### src/include/i2c_intr_pkg.sv
// Constants for the I2C interrupt mask and raw status block.
// Assumes a 32-bit APB register bus and a byte engine that reports bus events as pulses.
`default_nettype none

package i2c_intr_pkg;

    // ------------------------------------------------------------
    // Register byte addresses.
    // ------------------------------------------------------------
    localparam logic [31:0] ADDR_DATA_CMD  = 32'h50001310; // Transmit push and receive pop.
    localparam logic [31:0] ADDR_MASKED    = 32'h5000132C; // Masked status, read only.
    localparam logic [31:0] ADDR_MASK      = 32'h50001330; // Interrupt enable mask.
    localparam logic [31:0] ADDR_RAW       = 32'h50001334; // Unmasked status, read only.
    localparam logic [31:0] ADDR_CLR_ALL   = 32'h50001340; // Read clears every flag.
    localparam logic [31:0] ADDR_CLR_RDREQ = 32'h50001350; // Read clears read request.
    localparam logic [31:0] ADDR_CLR_ABORT = 32'h50001354; // Read clears transmit abort.
    localparam logic [31:0] ADDR_CLR_ACT   = 32'h5000135C; // Read clears activity.
    localparam logic [31:0] ADDR_CLR_GC    = 32'h50001368; // Read clears general call.
    localparam logic [31:0] ADDR_ABORT_WHY = 32'h50001380; // Abort reason, read only.

    // ------------------------------------------------------------
    // Status bit positions.
    // ------------------------------------------------------------
    localparam int BIT_GC      = 11; // General call acknowledged.
    localparam int BIT_START   = 10; // Start or repeated start seen.
    localparam int BIT_STOP    = 9;  // Stop seen.
    localparam int BIT_ACT     = 8;  // Sticky bus activity.
    localparam int BIT_RXDONE  = 7;  // Slave transmit ended by a NACK.
    localparam int BIT_ABORT   = 6;  // Transmit aborted.
    localparam int BIT_RDREQ   = 5;  // Remote master asks for data.
    localparam int BIT_TXOVER  = 3;  // Transmit buffer overflow.
    localparam int BIT_RXOVER  = 1;  // Receive buffer overflow.
    localparam int BIT_RXUNDER = 0;  // Receive buffer underflow.

    // ------------------------------------------------------------
    // Widths, reset values and depths.
    // ------------------------------------------------------------
    localparam int          REG_W     = 16;       // Width of each register.
    localparam int          ENTRY_W   = 9;        // Command bit plus data byte.
    localparam int          FIFO_N    = 32;       // Entries per buffer.
    localparam int          PTR_W     = 5;        // Buffer pointer width.
    localparam logic [5:0]  FIFO_FULL = 6'h20;    // Count meaning full.
    localparam logic [15:0] MASK_RST  = 16'h08FF; // Mask value after reset.
    localparam logic [15:0] MASK_WR   = 16'h0FFF; // Writable mask bits.
    localparam logic [15:0] RAW_RST   = 16'h0000; // Status value after reset.

endpackage

`default_nettype wire

### src/rtl/i2c_byte_fifo.sv
// Thirty-two entry flip-flop buffer used for the transmit and receive paths.
// Assumes push and pop are single-cycle requests; a flush wins over both.
`default_nettype none
`timescale 1ns/10ps

module i2c_byte_fifo (
    // Clock and reset.
    input  wire logic                                i_clk,
    input  wire logic                                i_rst,
    // Control.
    input  wire logic                                i_flush,
    input  wire logic                                i_push,
    input  wire logic [i2c_intr_pkg::ENTRY_W-1:0]    i_wdata,
    input  wire logic                                i_pop,
    // Status and head entry.
    output logic      [i2c_intr_pkg::ENTRY_W-1:0]    o_rdata,
    output logic      [5:0]                          o_count,
    output logic                                     o_full,
    output logic                                     o_empty
);

    // ------------------------------------------------------------
    // Storage and pointers.
    // ------------------------------------------------------------
    logic [i2c_intr_pkg::ENTRY_W-1:0] mem_q [i2c_intr_pkg::FIFO_N]; // Entries.
    logic [i2c_intr_pkg::ENTRY_W-1:0] mem_d [i2c_intr_pkg::FIFO_N]; // Next entries.
    logic [i2c_intr_pkg::PTR_W-1:0]   wp_q, wp_d;                   // Write index.
    logic [i2c_intr_pkg::PTR_W-1:0]   rp_q, rp_d;                   // Read index.
    logic [5:0]                       cnt_q, cnt_d;                 // Fill level.
    logic                             do_push, do_pop;              // Accepted moves.

    assign o_full  = (cnt_q == i2c_intr_pkg::FIFO_FULL);
    assign o_empty = (cnt_q == 6'h00);
    assign o_count = cnt_q;
    assign o_rdata = mem_q[rp_q];
    // A push to a full buffer and a pop from an empty one are dropped here.
    assign do_push = i_push & ~o_full;
    assign do_pop  = i_pop & ~o_empty;

    // Next pointers and contents; flush only resets indices, data is left stale.
    always_comb begin
        mem_d = mem_q;
        wp_d  = wp_q;
        rp_d  = rp_q;
        cnt_d = cnt_q;
        if (i_flush) begin
            wp_d  = '0;
            rp_d  = '0;
            cnt_d = 6'h00;
        end else begin
            if (do_push) begin
                mem_d[wp_q] = i_wdata;
                wp_d        = wp_q + 5'h01;
            end
            if (do_pop) begin
                rp_d = rp_q + 5'h01;
            end
            cnt_d = cnt_q + {5'h00, do_push} - {5'h00, do_pop};
        end
    end

    // Control registers.
    always_ff @(posedge i_clk) begin
        if (i_rst) begin
            wp_q  <= '0;
            rp_q  <= '0;
            cnt_q <= 6'h00;
        end else begin
            wp_q  <= wp_d;
            rp_q  <= rp_d;
            cnt_q <= cnt_d;
        end
    end

    // Data storage needs no reset because the count guards it.
    always_ff @(posedge i_clk) begin
        mem_q <= mem_d;
    end

endmodule // i2c_byte_fifo

`default_nettype wire

### src/rtl/i2c_intr_status.sv
// Interrupt mask, raw status flags, buffers and clock hold for an I2C controller.
// Assumes the byte engine reports bus events as one-cycle pulses on I_REF_CLK.
//
// Functional notes
// - Twelve mask bits, reserved high, defined reset.
// - General call flag set on acknowledged address.
// - General call data enters receive buffer normally.
// - Start or restart sets status bit ten.
// - Stop sets status bit nine.
// - Sticky activity cleared by disable, reads, reset.
// - Slave transmit NACK sets done bit seven.
// - Transmit abort sets bit six, reason kept.
// - Abort flushes transmit buffer until cleared.
// - Read request sets bit five, holds clock.
// - Read request flag cleared by clear read.
// - Overflow flags at thirty-two stored entries.
`default_nettype none
`timescale 1ns/10ps

module i2c_intr_status (
    // Clock and reset.
    input  wire logic        I_REF_CLK,
    input  wire logic        I_RESET,
    // APB slave.
    input  wire logic        I_PSEL,
    input  wire logic        I_PENABLE,
    input  wire logic        I_PWRITE,
    input  wire logic [31:0] I_PADDR,
    input  wire logic [31:0] I_PWDATA,
    output logic      [31:0] O_PRDATA,
    output logic             O_PREADY,
    output logic             O_PSLVERR,
    // Byte engine events.
    input  wire logic        I_CTRL_ENABLE,
    input  wire logic        I_BROADCAST_ADDRESS_SEEN_ACK,
    input  wire logic        I_START_SEEN,
    input  wire logic        I_STOP_SEEN,
    input  wire logic        I_BUS_BUSY,
    input  wire logic        I_SLV_TX_NACK,
    input  wire logic        I_TX_ABORT,
    input  wire logic [15:0] I_ABORT_REASON,
    input  wire logic        I_RD_REQ,
    // Byte engine data.
    input  wire logic        I_RX_VALID,
    input  wire logic [7:0]  I_RX_DATA,
    input  wire logic        I_TX_POP,
    output logic      [8:0]  O_TX_DATA,
    output logic             O_TX_STROBE,
    // Bus control and interrupt.
    output logic             O_SCL_HOLD,
    output logic             O_INTR
);

    // ------------------------------------------------------------
    // Helpers.
    // ------------------------------------------------------------

    // Sticky flag update where a set in the clearing cycle still lands.
    function automatic logic set_wins(input logic q, input logic s, input logic c);
        return s | (q & ~c);
    endfunction

    // ------------------------------------------------------------
    // Bus phase decode.
    // ------------------------------------------------------------
    logic setup;   // Setup phase of any transfer.
    logic acc;     // Access phase completing this edge.
    logic rd_acc;  // Completing read.
    logic wr_acc;  // Completing write.

    assign setup  = I_PSEL & ~I_PENABLE;
    assign acc    = I_PSEL & I_PENABLE & O_PREADY;
    assign rd_acc = acc & ~I_PWRITE;
    assign wr_acc = acc & I_PWRITE;

    // Side-effect strobes; reads clear flags only when the transfer completes.
    logic clr_all, clr_rd, clr_ab, clr_act, clr_gc; // Clear-on-read strobes.
    logic wr_mask, wr_data, rd_data;                // Data path strobes.
    logic dis;                                      // Controller disabled.

    assign clr_all = rd_acc & (I_PADDR == i2c_intr_pkg::ADDR_CLR_ALL);
    assign clr_rd  = rd_acc & (I_PADDR == i2c_intr_pkg::ADDR_CLR_RDREQ);
    assign clr_ab  = rd_acc & (I_PADDR == i2c_intr_pkg::ADDR_CLR_ABORT);
    assign clr_act = rd_acc & (I_PADDR == i2c_intr_pkg::ADDR_CLR_ACT);
    assign clr_gc  = rd_acc & (I_PADDR == i2c_intr_pkg::ADDR_CLR_GC);
    assign wr_mask = wr_acc & (I_PADDR == i2c_intr_pkg::ADDR_MASK);
    assign wr_data = wr_acc & (I_PADDR == i2c_intr_pkg::ADDR_DATA_CMD);
    assign rd_data = rd_acc & (I_PADDR == i2c_intr_pkg::ADDR_DATA_CMD);
    assign dis     = ~I_CTRL_ENABLE;

    // ------------------------------------------------------------
    // State.
    // ------------------------------------------------------------
    logic [15:0] mask_q, mask_d;     // Interrupt enable mask.
    logic        gc_q, gc_d;         // General call flag.
    logic        st_q, st_d;         // Start flag.
    logic        sp_q, sp_d;         // Stop flag.
    logic        act_q, act_d;       // Activity flag.
    logic        rxd_q, rxd_d;       // Slave transmit done flag.
    logic        ab_q, ab_d;         // Transmit abort flag.
    logic        rr_q, rr_d;         // Read request flag.
    logic        txo_q, txo_d;       // Transmit overflow flag.
    logic        rxo_q, rxo_d;       // Receive overflow flag.
    logic        rxu_q, rxu_d;       // Receive underflow flag.
    logic [15:0] why_q, why_d;       // Reason of the last abort.
    logic        hold_q, hold_d;     // Clock stretch request.
    logic [15:0] raw;                // Unmasked status word.
    logic [15:0] masked;             // Masked status word.

    // ------------------------------------------------------------
    // Buffers.
    // ------------------------------------------------------------
    logic [8:0] tx_head, rx_head;    // Head entries.
    logic [5:0] tx_cnt;              // Transmit fill level.
    logic       tx_full, tx_empty;   // Transmit status.
    logic       rx_full, rx_empty;   // Receive status.
    logic       tx_push, rx_push;    // Accepted pushes.
    logic       tx_pop;              // Accepted engine fetch.

    // An abort refuses new bytes so a flushed buffer really stays empty.
    assign tx_push = wr_data & ~ab_q & ~tx_full;
    // Received bytes, general call data included, are stored alike.
    assign rx_push = I_RX_VALID & ~rx_full;
    // No fetch while aborted, so a stale head is never handed out before the flush lands.
    assign tx_pop  = I_TX_POP & ~tx_empty & ~ab_q;

    i2c_byte_fifo u_tx_fifo (
        .i_clk   (I_REF_CLK),
        .i_rst   (I_RESET),
        .i_flush (ab_q | dis),
        .i_push  (tx_push),
        .i_wdata (I_PWDATA[8:0]),
        .i_pop   (tx_pop),
        .o_rdata (tx_head),
        .o_count (tx_cnt),
        .o_full  (tx_full),
        .o_empty (tx_empty)
    );

    i2c_byte_fifo u_rx_fifo (
        .i_clk   (I_REF_CLK),
        .i_rst   (I_RESET),
        .i_flush (dis),
        .i_push  (rx_push),
        .i_wdata ({1'b0, I_RX_DATA}),
        .i_pop   (rd_data),
        .o_rdata (rx_head),
        .o_count (),
        .o_full  (rx_full),
        .o_empty (rx_empty)
    );

    // ------------------------------------------------------------
    // Status words.
    // ------------------------------------------------------------

    // Raw word; bits without a source here read as zero.
    always_comb begin
        raw                               = i2c_intr_pkg::RAW_RST;
        raw[i2c_intr_pkg::BIT_GC]         = gc_q;
        raw[i2c_intr_pkg::BIT_START]      = st_q;
        raw[i2c_intr_pkg::BIT_STOP]       = sp_q;
        raw[i2c_intr_pkg::BIT_ACT]        = act_q;
        raw[i2c_intr_pkg::BIT_RXDONE]     = rxd_q;
        raw[i2c_intr_pkg::BIT_ABORT]      = ab_q;
        raw[i2c_intr_pkg::BIT_RDREQ]      = rr_q;
        raw[i2c_intr_pkg::BIT_TXOVER]     = txo_q;
        raw[i2c_intr_pkg::BIT_RXOVER]     = rxo_q;
        raw[i2c_intr_pkg::BIT_RXUNDER]    = rxu_q;
    end

    // A mask bit of one lets its source through.
    assign masked = raw & mask_q;

    // ------------------------------------------------------------
    // Flag and mask next values.
    // ------------------------------------------------------------

    // Disabling clears the flags that only make sense while running.
    always_comb begin
        mask_d = wr_mask ? (I_PWDATA[15:0] & i2c_intr_pkg::MASK_WR) : mask_q;
        gc_d   = set_wins(gc_q, I_BROADCAST_ADDRESS_SEEN_ACK, dis | clr_gc | clr_all);
        st_d   = set_wins(st_q, I_START_SEEN, clr_all);
        sp_d   = set_wins(sp_q, I_STOP_SEEN, clr_all);
        act_d  = set_wins(act_q, I_BUS_BUSY, dis | clr_act | clr_all);
        rxd_d  = set_wins(rxd_q, I_SLV_TX_NACK, clr_all);
        ab_d   = set_wins(ab_q, I_TX_ABORT, clr_ab | clr_all);
        rr_d   = set_wins(rr_q, I_RD_REQ, clr_rd | clr_all);
        txo_d  = set_wins(txo_q, wr_data & tx_full & ~ab_q, dis | clr_all);
        rxo_d  = set_wins(rxo_q, I_RX_VALID & rx_full, dis | clr_all);
        rxu_d  = set_wins(rxu_q, rd_data & rx_empty, dis | clr_all);
        // The reason is captured with the abort and kept until the next one.
        why_d  = I_TX_ABORT ? I_ABORT_REASON : why_q;
        // The clock is held until software supplies the byte.
        hold_d = set_wins(hold_q, I_RD_REQ, tx_push);
    end

    // Flag registers.
    always_ff @(posedge I_REF_CLK) begin
        if (I_RESET) begin
            mask_q <= i2c_intr_pkg::MASK_RST;
            gc_q   <= 1'b0;
            st_q   <= 1'b0;
            sp_q   <= 1'b0;
            act_q  <= 1'b0;
            rxd_q  <= 1'b0;
            ab_q   <= 1'b0;
            rr_q   <= 1'b0;
            txo_q  <= 1'b0;
            rxo_q  <= 1'b0;
            rxu_q  <= 1'b0;
            why_q  <= 16'h0000;
            hold_q <= 1'b0;
        end else begin
            mask_q <= mask_d;
            gc_q   <= gc_d;
            st_q   <= st_d;
            sp_q   <= sp_d;
            act_q  <= act_d;
            rxd_q  <= rxd_d;
            ab_q   <= ab_d;
            rr_q   <= rr_d;
            txo_q  <= txo_d;
            rxo_q  <= rxo_d;
            rxu_q  <= rxu_d;
            why_q  <= why_d;
            hold_q <= hold_d;
        end
    end

    // ------------------------------------------------------------
    // Bus answer and output registers.
    // ------------------------------------------------------------
    logic [31:0] prdata_d;           // Read data for the access phase.
    logic        pready_d, perr_d;   // Handshake for the access phase.
    logic [8:0]  txd_d;              // Byte handed to the engine.
    logic        txs_d, intr_d;      // Fetch strobe and interrupt.

    // Read data is sampled in setup, so a clear-on-read returns the old flag.
    always_comb begin
        prdata_d = O_PRDATA;
        pready_d = setup;
        perr_d   = 1'b0;
        if (setup) begin
            prdata_d = 32'h00000000;
            case (I_PADDR)
                i2c_intr_pkg::ADDR_DATA_CMD:  prdata_d = {23'h000000, rx_head};
                i2c_intr_pkg::ADDR_MASKED:    prdata_d = {16'h0000, masked};
                i2c_intr_pkg::ADDR_MASK:      prdata_d = {16'h0000, mask_q};
                i2c_intr_pkg::ADDR_RAW:       prdata_d = {16'h0000, raw};
                i2c_intr_pkg::ADDR_CLR_ALL:   prdata_d = {31'h00000000, |masked};
                i2c_intr_pkg::ADDR_CLR_RDREQ: prdata_d = {31'h00000000, rr_q};
                i2c_intr_pkg::ADDR_CLR_ABORT: prdata_d = {31'h00000000, ab_q};
                i2c_intr_pkg::ADDR_CLR_ACT:   prdata_d = {31'h00000000, act_q};
                i2c_intr_pkg::ADDR_CLR_GC:    prdata_d = {31'h00000000, gc_q};
                i2c_intr_pkg::ADDR_ABORT_WHY: prdata_d = {16'h0000, why_q};
                // Unmapped addresses answer with an error and zero data.
                default:                      perr_d   = 1'b1;
            endcase
        end
        txd_d  = tx_pop ? tx_head : O_TX_DATA;
        txs_d  = tx_pop;
        intr_d = |masked;
    end

    // Output registers.
    always_ff @(posedge I_REF_CLK) begin
        if (I_RESET) begin
            O_PRDATA    <= 32'h00000000;
            O_PREADY    <= 1'b0;
            O_PSLVERR   <= 1'b0;
            O_TX_DATA   <= 9'h000;
            O_TX_STROBE <= 1'b0;
            O_INTR      <= 1'b0;
        end else begin
            O_PRDATA    <= prdata_d;
            O_PREADY    <= pready_d;
            O_PSLVERR   <= perr_d;
            O_TX_DATA   <= txd_d;
            O_TX_STROBE <= txs_d;
            O_INTR      <= intr_d;
        end
    end

    assign O_SCL_HOLD = hold_q;
endmodule // i2c_intr_status

`default_nettype wire

### config.mk
export PLATFORM = sky130hd
export DESIGN_NAME = i2c_intr_status
export DESIGN_NICKNAME = d
export VERILOG_FILES = /design/src/include/i2c_intr_pkg.sv /design/src/rtl/i2c_byte_fifo.sv /design/src/rtl/i2c_intr_status.sv
export SDC_FILE = /design/constraint.sdc
export NUM_CORES = 1
export LEC_CHECK = 0
export BUFFER_PORTS_ARGS = -buffer_cell sky130_fd_sc_hd__buf_2
export CAP_MARGIN = 20
export CORE_UTILIZATION = 55
export DETAILED_ROUTE_END_ITERATION = 7
export PLACE_DENSITY = 0.77
export SETUP_SLACK_MARGIN = 0.15
export SLEW_MARGIN = 0
export SYNTH_ARGS = -nofsm -noshare
export SYNTH_HDL_FRONTEND = slang
export SYNTH_HIERARCHICAL = 1
export SYNTH_SLANG_ARGS = --single-unit
### constraint.sdc
create_clock -name I_REF_CLK -period 4 [get_ports I_REF_CLK]
set_input_delay 0.6 -clock I_REF_CLK [delete_from_list [all_inputs] [get_ports I_REF_CLK]]
set_output_delay 0.6 -clock I_REF_CLK [all_outputs]
set_load 0.05 [all_outputs]
* Yosys cells after proc, flatten, opt, wreduce, memory -nomap -nowiden
Index checks and enable logic that the tools add are counted.
** Operators by class
- $add $sub $neg :: 8
- Order comparisons :: 6
- Eq/ne operators :: 12
- Muxes and demuxes :: 14
- Bitwise operators :: 78
- Reduce and logical (&&, ||, !) cells :: 11
** Operator list (number)
- bitwise mux 288 bit :: 2
- == test 32 x 31 -> 1 bit, second input constant :: 10
- case mux 16 bit (10 select lines) :: 1
- binary-select mux 9 bit (select 5 bit) :: 2
- demux 9 bit (select 5 bit) :: 2
- 2-to-1 mux 9 bit :: 6
- bitwise AND 1 bit :: 37
- >= comparator 6 bit, second input constant :: 4
- NOT 5 -> 6 bit :: 4
- adder 5 x 1 -> 5 bit, second input constant :: 4
- OR 1 bit :: 19
- NOT 1 bit :: 17
- OR reduction 16 bit :: 1
- adder 6 x 1 -> 6 bit :: 2
- bitwise AND 12 bit :: 1
- == test 6 bit, second input constant :: 2
- logical NOT 6 bit :: 2
- < comparator 6 x 1 -> 1 bit, second input constant :: 2
- subtractor 6 x 1 -> 6 bit :: 2
- OR reduction 10 bit :: 1
- OR reduction 2 bit :: 3
- AND reduction 2 bit :: 2
- logical AND 1 bit :: 2
- 2-to-1 mux 1 bit :: 1
** Word-level totals
- Register bits after elaboration :: 692
- Bits of input ports :: 103
- Word-level logic and storage cells :: 218

* Longest topological paths before layout
- Word-level depth :: 9
- Mapped depth :: 17
- Gate-level depth less buffers :: 17

* Modules after synthesis
The synthesis kept the hierarchy.
** Modules (own cells, without submodules)
- i2c_byte_fifo at u_rx_fifo :: instances 1, cells each 631, area an instance 12072.8 um^2
- i2c_byte_fifo at u_tx_fifo :: instances 1, cells each 629, area an instance 12060.3 um^2
- i2c_intr_status :: instances 1, cells each 375, area an instance 3340.7 um^2

* Worst setup path before layout
No wires, ideal clock.
- Kind :: input -> register
- From :: in I_PADDR[13]
- To :: reg u_tx_fifo.cnt_q[4] (netlist: u_tx_fifo/o_count[4])
- Library setup time :: 0.128 ns
- Arrival :: 3.438 ns
- Required time :: 3.872 ns
- Path slack :: 0.435 ns
- Cell stages on the path :: 15
- Buffers on the path :: 1
- Cell sequence :: nor4_1 -> and4b_1 -> and2_1 -> buf_2 -> nand2_1 -> nor4_1 -> nand2_1 -> ha_1 -> inv_1 -> ha_1 -> fa_1 -> a21oi_1 -> o21bai_1 -> xnor2_1 -> nor2_1
** Between the ends
- Word-level cells in the longest chain between the ends :: 7
** Ends and longest elaborated chain
- start, declared :: RTL line i2c_intr_status.sv:28 : input wire logic [31:0] I_PADDR,
- == test 32 x 31 -> 1 bit :: RTL line i2c_intr_status.sv:87 : assign wr_data = wr_acc & (I_PADDR == i2c_intr_pkg::ADDR_DATA_CMD);
- bitwise AND 1 bit :: RTL line i2c_intr_status.sv:87
- bitwise AND 1 bit (2 in a row) :: RTL line i2c_intr_status.sv:121 : assign tx_push = wr_data & ~ab_q & ~tx_full;
- named net tx_push :: RTL line i2c_intr_status.sv:117 : logic tx_push, rx_push;
- bitwise AND 1 bit :: RTL line i2c_byte_fifo.sv:37 : assign do_push = i_push & ~o_full;
- adder 6 x 1 -> 6 bit :: RTL line i2c_byte_fifo.sv:58 : cnt_d = cnt_q + {5'h00, do_push} - {5'h00, do_pop};
- subtractor 6 x 1 -> 6 bit :: RTL line i2c_byte_fifo.sv:58
- end signal, assigned :: RTL line i2c_byte_fifo.sv:71 : cnt_q <= cnt_d;
- end, declared :: RTL line i2c_byte_fifo.sv:29 : logic [5:0] cnt_q, cnt_d;
The timed path passes the listed nets, and every way through them passes these cells.
A chain may end at the register's enable or synchronous reset.

* Final worst setup path
- From :: reg u_tx_fifo.cnt_q[3] (netlist: u_tx_fifo/o_count[3])
- To :: reg u_tx_fifo.cnt_q[4] (netlist: u_tx_fifo/o_count[4])
** Between the ends
- Word-level cells in the longest chain between the ends :: 6
** Ends and longest elaborated chain
- logical NOT 6 bit :: RTL line i2c_byte_fifo.sv:33 : assign o_empty = (cnt_q == 6'h00);
- named net tx_empty :: RTL line i2c_intr_status.sv:115 : logic tx_full, tx_empty;
- NOT 1 bit :: RTL line i2c_intr_status.sv:125 : assign tx_pop = I_TX_POP & ~tx_empty & ~ab_q;
- bitwise AND 1 bit (2 in a row) :: RTL line i2c_intr_status.sv:125
- named net tx_pop :: RTL line i2c_intr_status.sv:118 : logic tx_pop;
- bitwise AND 1 bit :: RTL line i2c_byte_fifo.sv:38 : assign do_pop = i_pop & ~o_empty;
- named net u_tx_fifo.do_pop :: RTL line i2c_byte_fifo.sv:30 : logic do_push, do_pop;
- subtractor 6 x 1 -> 6 bit :: RTL line i2c_byte_fifo.sv:58
The timed path passes the listed nets, and every way through them passes these cells.

==> results.json <==
{
  "synthSimpleGateAreaFrac": 0.0613,
  "core_area_mm2": 0.0492,
  "setup_tns_ns": 0,
  "critPathKind": "reg2reg",
  "period_share": 0.850,
  "synthMuxAreaShare": 0.124,
  "portBuffers": 112,
  "grt_usage": 0.250,
  "viasPerCell": 6.04,
  "cts.sinks": 676,
  "die_x_um": 226,
  "setup_violations": 0,
  "total_power_mw": 14.4,
  "pwr-share-clk": 0.443,
  "cts_tree": "done",
  "power_density_mw_per_mm2": 458,
  "synth_adder_area_share": 0.0142,
  "hold_viol_final": 0,
  "nFillCells": 3336,
  "place_congestion": 0.873,
  "ys_types": 80,
  "ctsHoldBuffers": 0,
  "design_area_mm2": 0.0315,
  "post_cts_resized": 0,
  "rows": 81,
  "finalMaxSlewViolations": 0,
  "area_growth_syn_to_layout_pct": 14.6,
  "path_clk_slew_ns": 0.07,
  "pre_cts_slack_ns": 0.331,
  "die_area_mm2": 0.0509,
  "final.setup_skew_ns": 0.0391,
  "detail-route-antenna-nets": 0,
  "synth-compound-area-share": 0.0623,
  "swShare": 0.199,
  "synth-xor-area-share": 0.00606,
  "ys_seq_area_frac": 0.702,
  "p_comb_frac": 0.024,
  "p_switching_mw": 2.87,
  "synth_seq_cells": 676,
  "synthArstFlopShare": 0,
  "first_global_vias": 15739,
  "layout_setup_ws_ns": 0.600,
  "clkLatencyLatePin_ns": 0.62,
  "leakagePower_nw": 10.4,
  "status": "complete, no violations",
  "num-nets-final": 2001,
  "cp.arrival_ns": 3.88,
  "grt_overflow": 0,
  "synth_top_family_by_area": "multiplexers",
  "cp_max_fo": 13,
  "grt_pass1_wl_um": 93300,
  "die_h_um": 226,
  "dpl.hpwl_um": 39400,
  "grt_max_degree": 35,
  "cts_buffers": 67,
  "htreeDepth": 3,
  "drive_gt1_frac": 0.228,
  "fin_crit_ns": 3.40,
  "seqPwrFrac": 0.533,
  "cp-end-kind": "register",
  "required_ns": 4.48,
  "wl_per_cell_um": 23.9,
  "max_slew_margin": 0.313,
  "clockBufferDepth": 3,
  "synthFlopType": "edfxtp_1",
  "ir_worst_vdd_uv": 354,
  "placed_cell_area_mm2": 0.0292,
  "synth-edff-count": 576,
  "antenna_found_initial": 0,
  "drcViolationCount": 0,
  "worst_slew_pin_slew_ns": 1.03,
  "drt_wl_total_um": 61900,
  "dr.pass1.iters": 5,
  "post_cts_buffers": 0,
  "critPathLaunchType": "register",
  "drv_cap": 0,
  "yosys_warnings": 6,
  "rsz0062_at_grt": "false",
  "intPower_mw": 11.6,
  "via_count": 15626,
  "hold_path_class": "in2reg",
  "start_util": 0.559,
  "syn_area_per_cell_um2": 16.8,
  "synth_cells": 1635,
  "n_antenna_cell": 0,
  "io_pins": 149,
  "synth_area_mm2": 0.0275,
  "ctsRootBufferMaster": "clkbuf_16",
  "fmax_mhz": 294,
  "drt_iter0_drc": 1538
}
## power groups by stage
| stage | Sequential [mW] | Combinational (mW) | Clock [mW] |
|---|---|---|---|
| floorplan | 7.84 | 0.165 | 0 |
| global placement | 7.83 | 0.333 | 0 |
| detailed placement | 7.83 | 0.348 | 0 |
| CTS | 7.68 | 0.349 | 6.48 |
| global route | 7.68 | 0.382 | 6.72 |
| finish | 7.68 | 0.352 | 6.39 |
## synthesized netlist by cell type, types with 12 or more instances
master	count	share of area
nand3_1	26	0.0047
a22o_1	23	0.0073
buf_2	20	0.0036
a21oi_1	67	0.012
edfxtp_1	576	0.63
o221ai_1	18	0.0057
nor2_1	124	0.017
nor2b_1	16	0.0036
a22oi_1	26	0.0071
a2111oi_0	13	0.0041
xor2_1	12	0.0038
nand2_1	64	0.0087
dfxtp_1	100	0.073
buf_4	26	0.0071
mux4_2	100	0.082
inv_1	38	0.0052
clkbuf_1	38	0.0052
ha_1	28	0.013
mux2i_1	93	0.034
o22ai_1	16	0.0036
## layout make-up
| class | count | area (µm²) | area share |
|---|---|---|---|
| tap | 664 | 831 | 0.0264 |
| inverter | 39 | 146 | 0.00465 |
| sequential | 676 | 19300 | 0.613 |
| clock buffer | 87 | 1860 | 0.0590 |
| multi-input combinational | 864 | 7540 | 0.239 |
| timing repair buffer | 220 | 1410 | 0.0447 |
| clock inverter | 35 | 398 | 0.0126 |
## final timing paths
kind                        start                   end  slack, ns  cells after the start
max          u_tx_fifo/o_count[3]  u_tx_fifo/o_count[4]       0.60                     19
min             I_ABORT_REASON[0]              why_q[0]       0.22                      3
max reg2reg  u_tx_fifo/o_count[3]  u_tx_fifo/o_count[4]       0.60                     19
min reg2reg          O_TX_DATA[0]          O_TX_DATA[0]       0.45                      2
## metal layers
metal  wire (µm)  GRT usage  vias up  part of all wire
li1            -          -     6897                 -
met1       24400      0.325     7939              0.39
met2       31200      0.418      653              0.50
met3        4260     0.0450      137             0.069
met4        1980     0.0985        0             0.032
met5           0          0        -                 0
## critical path: stages (launching register included)
cell	delay (ns)
dfxtp_1	0.32
inv_1	0.07
ha_1	0.16
nand4bb_1	0.27
inv_1	0.12
nor2_1	0.05
nand2_1	0.08
buf_4	0.20
clkinv_1	0.10
buf_4	0.20
nand2_1	0.17
inv_1	0.08
ha_1	0.29
inv_1	0.04
ha_1	0.20
fa_1	0.43
a21oi_1	0.19
o21bai_1	0.11
xnor2_1	0.13
nor2_1	0.05
## stage by stage
stage	utilization	hold slack (ns)	std cells
floorplan	-	0.450	1682
global placement	0.595	0.441	2463
detailed placement	0.595	0.445	2463
CTS	0.641	0.200	2585
global route	0.641	0.231	2585
finish	0.641	0.223	2585
## sequential cells by signal, summed over array words and instances, names as in the netlist, 5 cells and up
name,cells
u_rx_fifo/rp_q,5
O_PRDATA,16
u_rx_fifo/wp_q,5
u_tx_fifo/rp_q,5
why_q,16
O_TX_DATA,9
u_tx_fifo/mem_q,288
u_rx_fifo/mem_q,288
mask_q,12
u_tx_fifo/wp_q,5
u_rx_fifo/o_count,6
u_tx_fifo/o_count,6
## kinds of logic (layout without fill, tap and decap cells)
group,after synthesis,count (layout)
DFF,676,676
and+or+nand+nor,325,325
AOI/OAI and AO/OA,240,240
muxes,202,202
buffers and inverters,142,381
adders and majority gates,30,30
xor gates and xnor gates,19,19
other,1,48
## layout by cell type (no fill, tap or decap), drive strengths merged, types with 23 or more instances in the layout
cell type,n
a21oi,67
a22o,23
a22oi,26
buf,220
clkbuf,87
clkinv,27
conb,48
dfxtp,100
edfxtp,576
ha,28
inv,39
mux2i,93
mux4,108
nand2,64
nand3,26
nor2,124
Power figures use the tool's default switching activity.
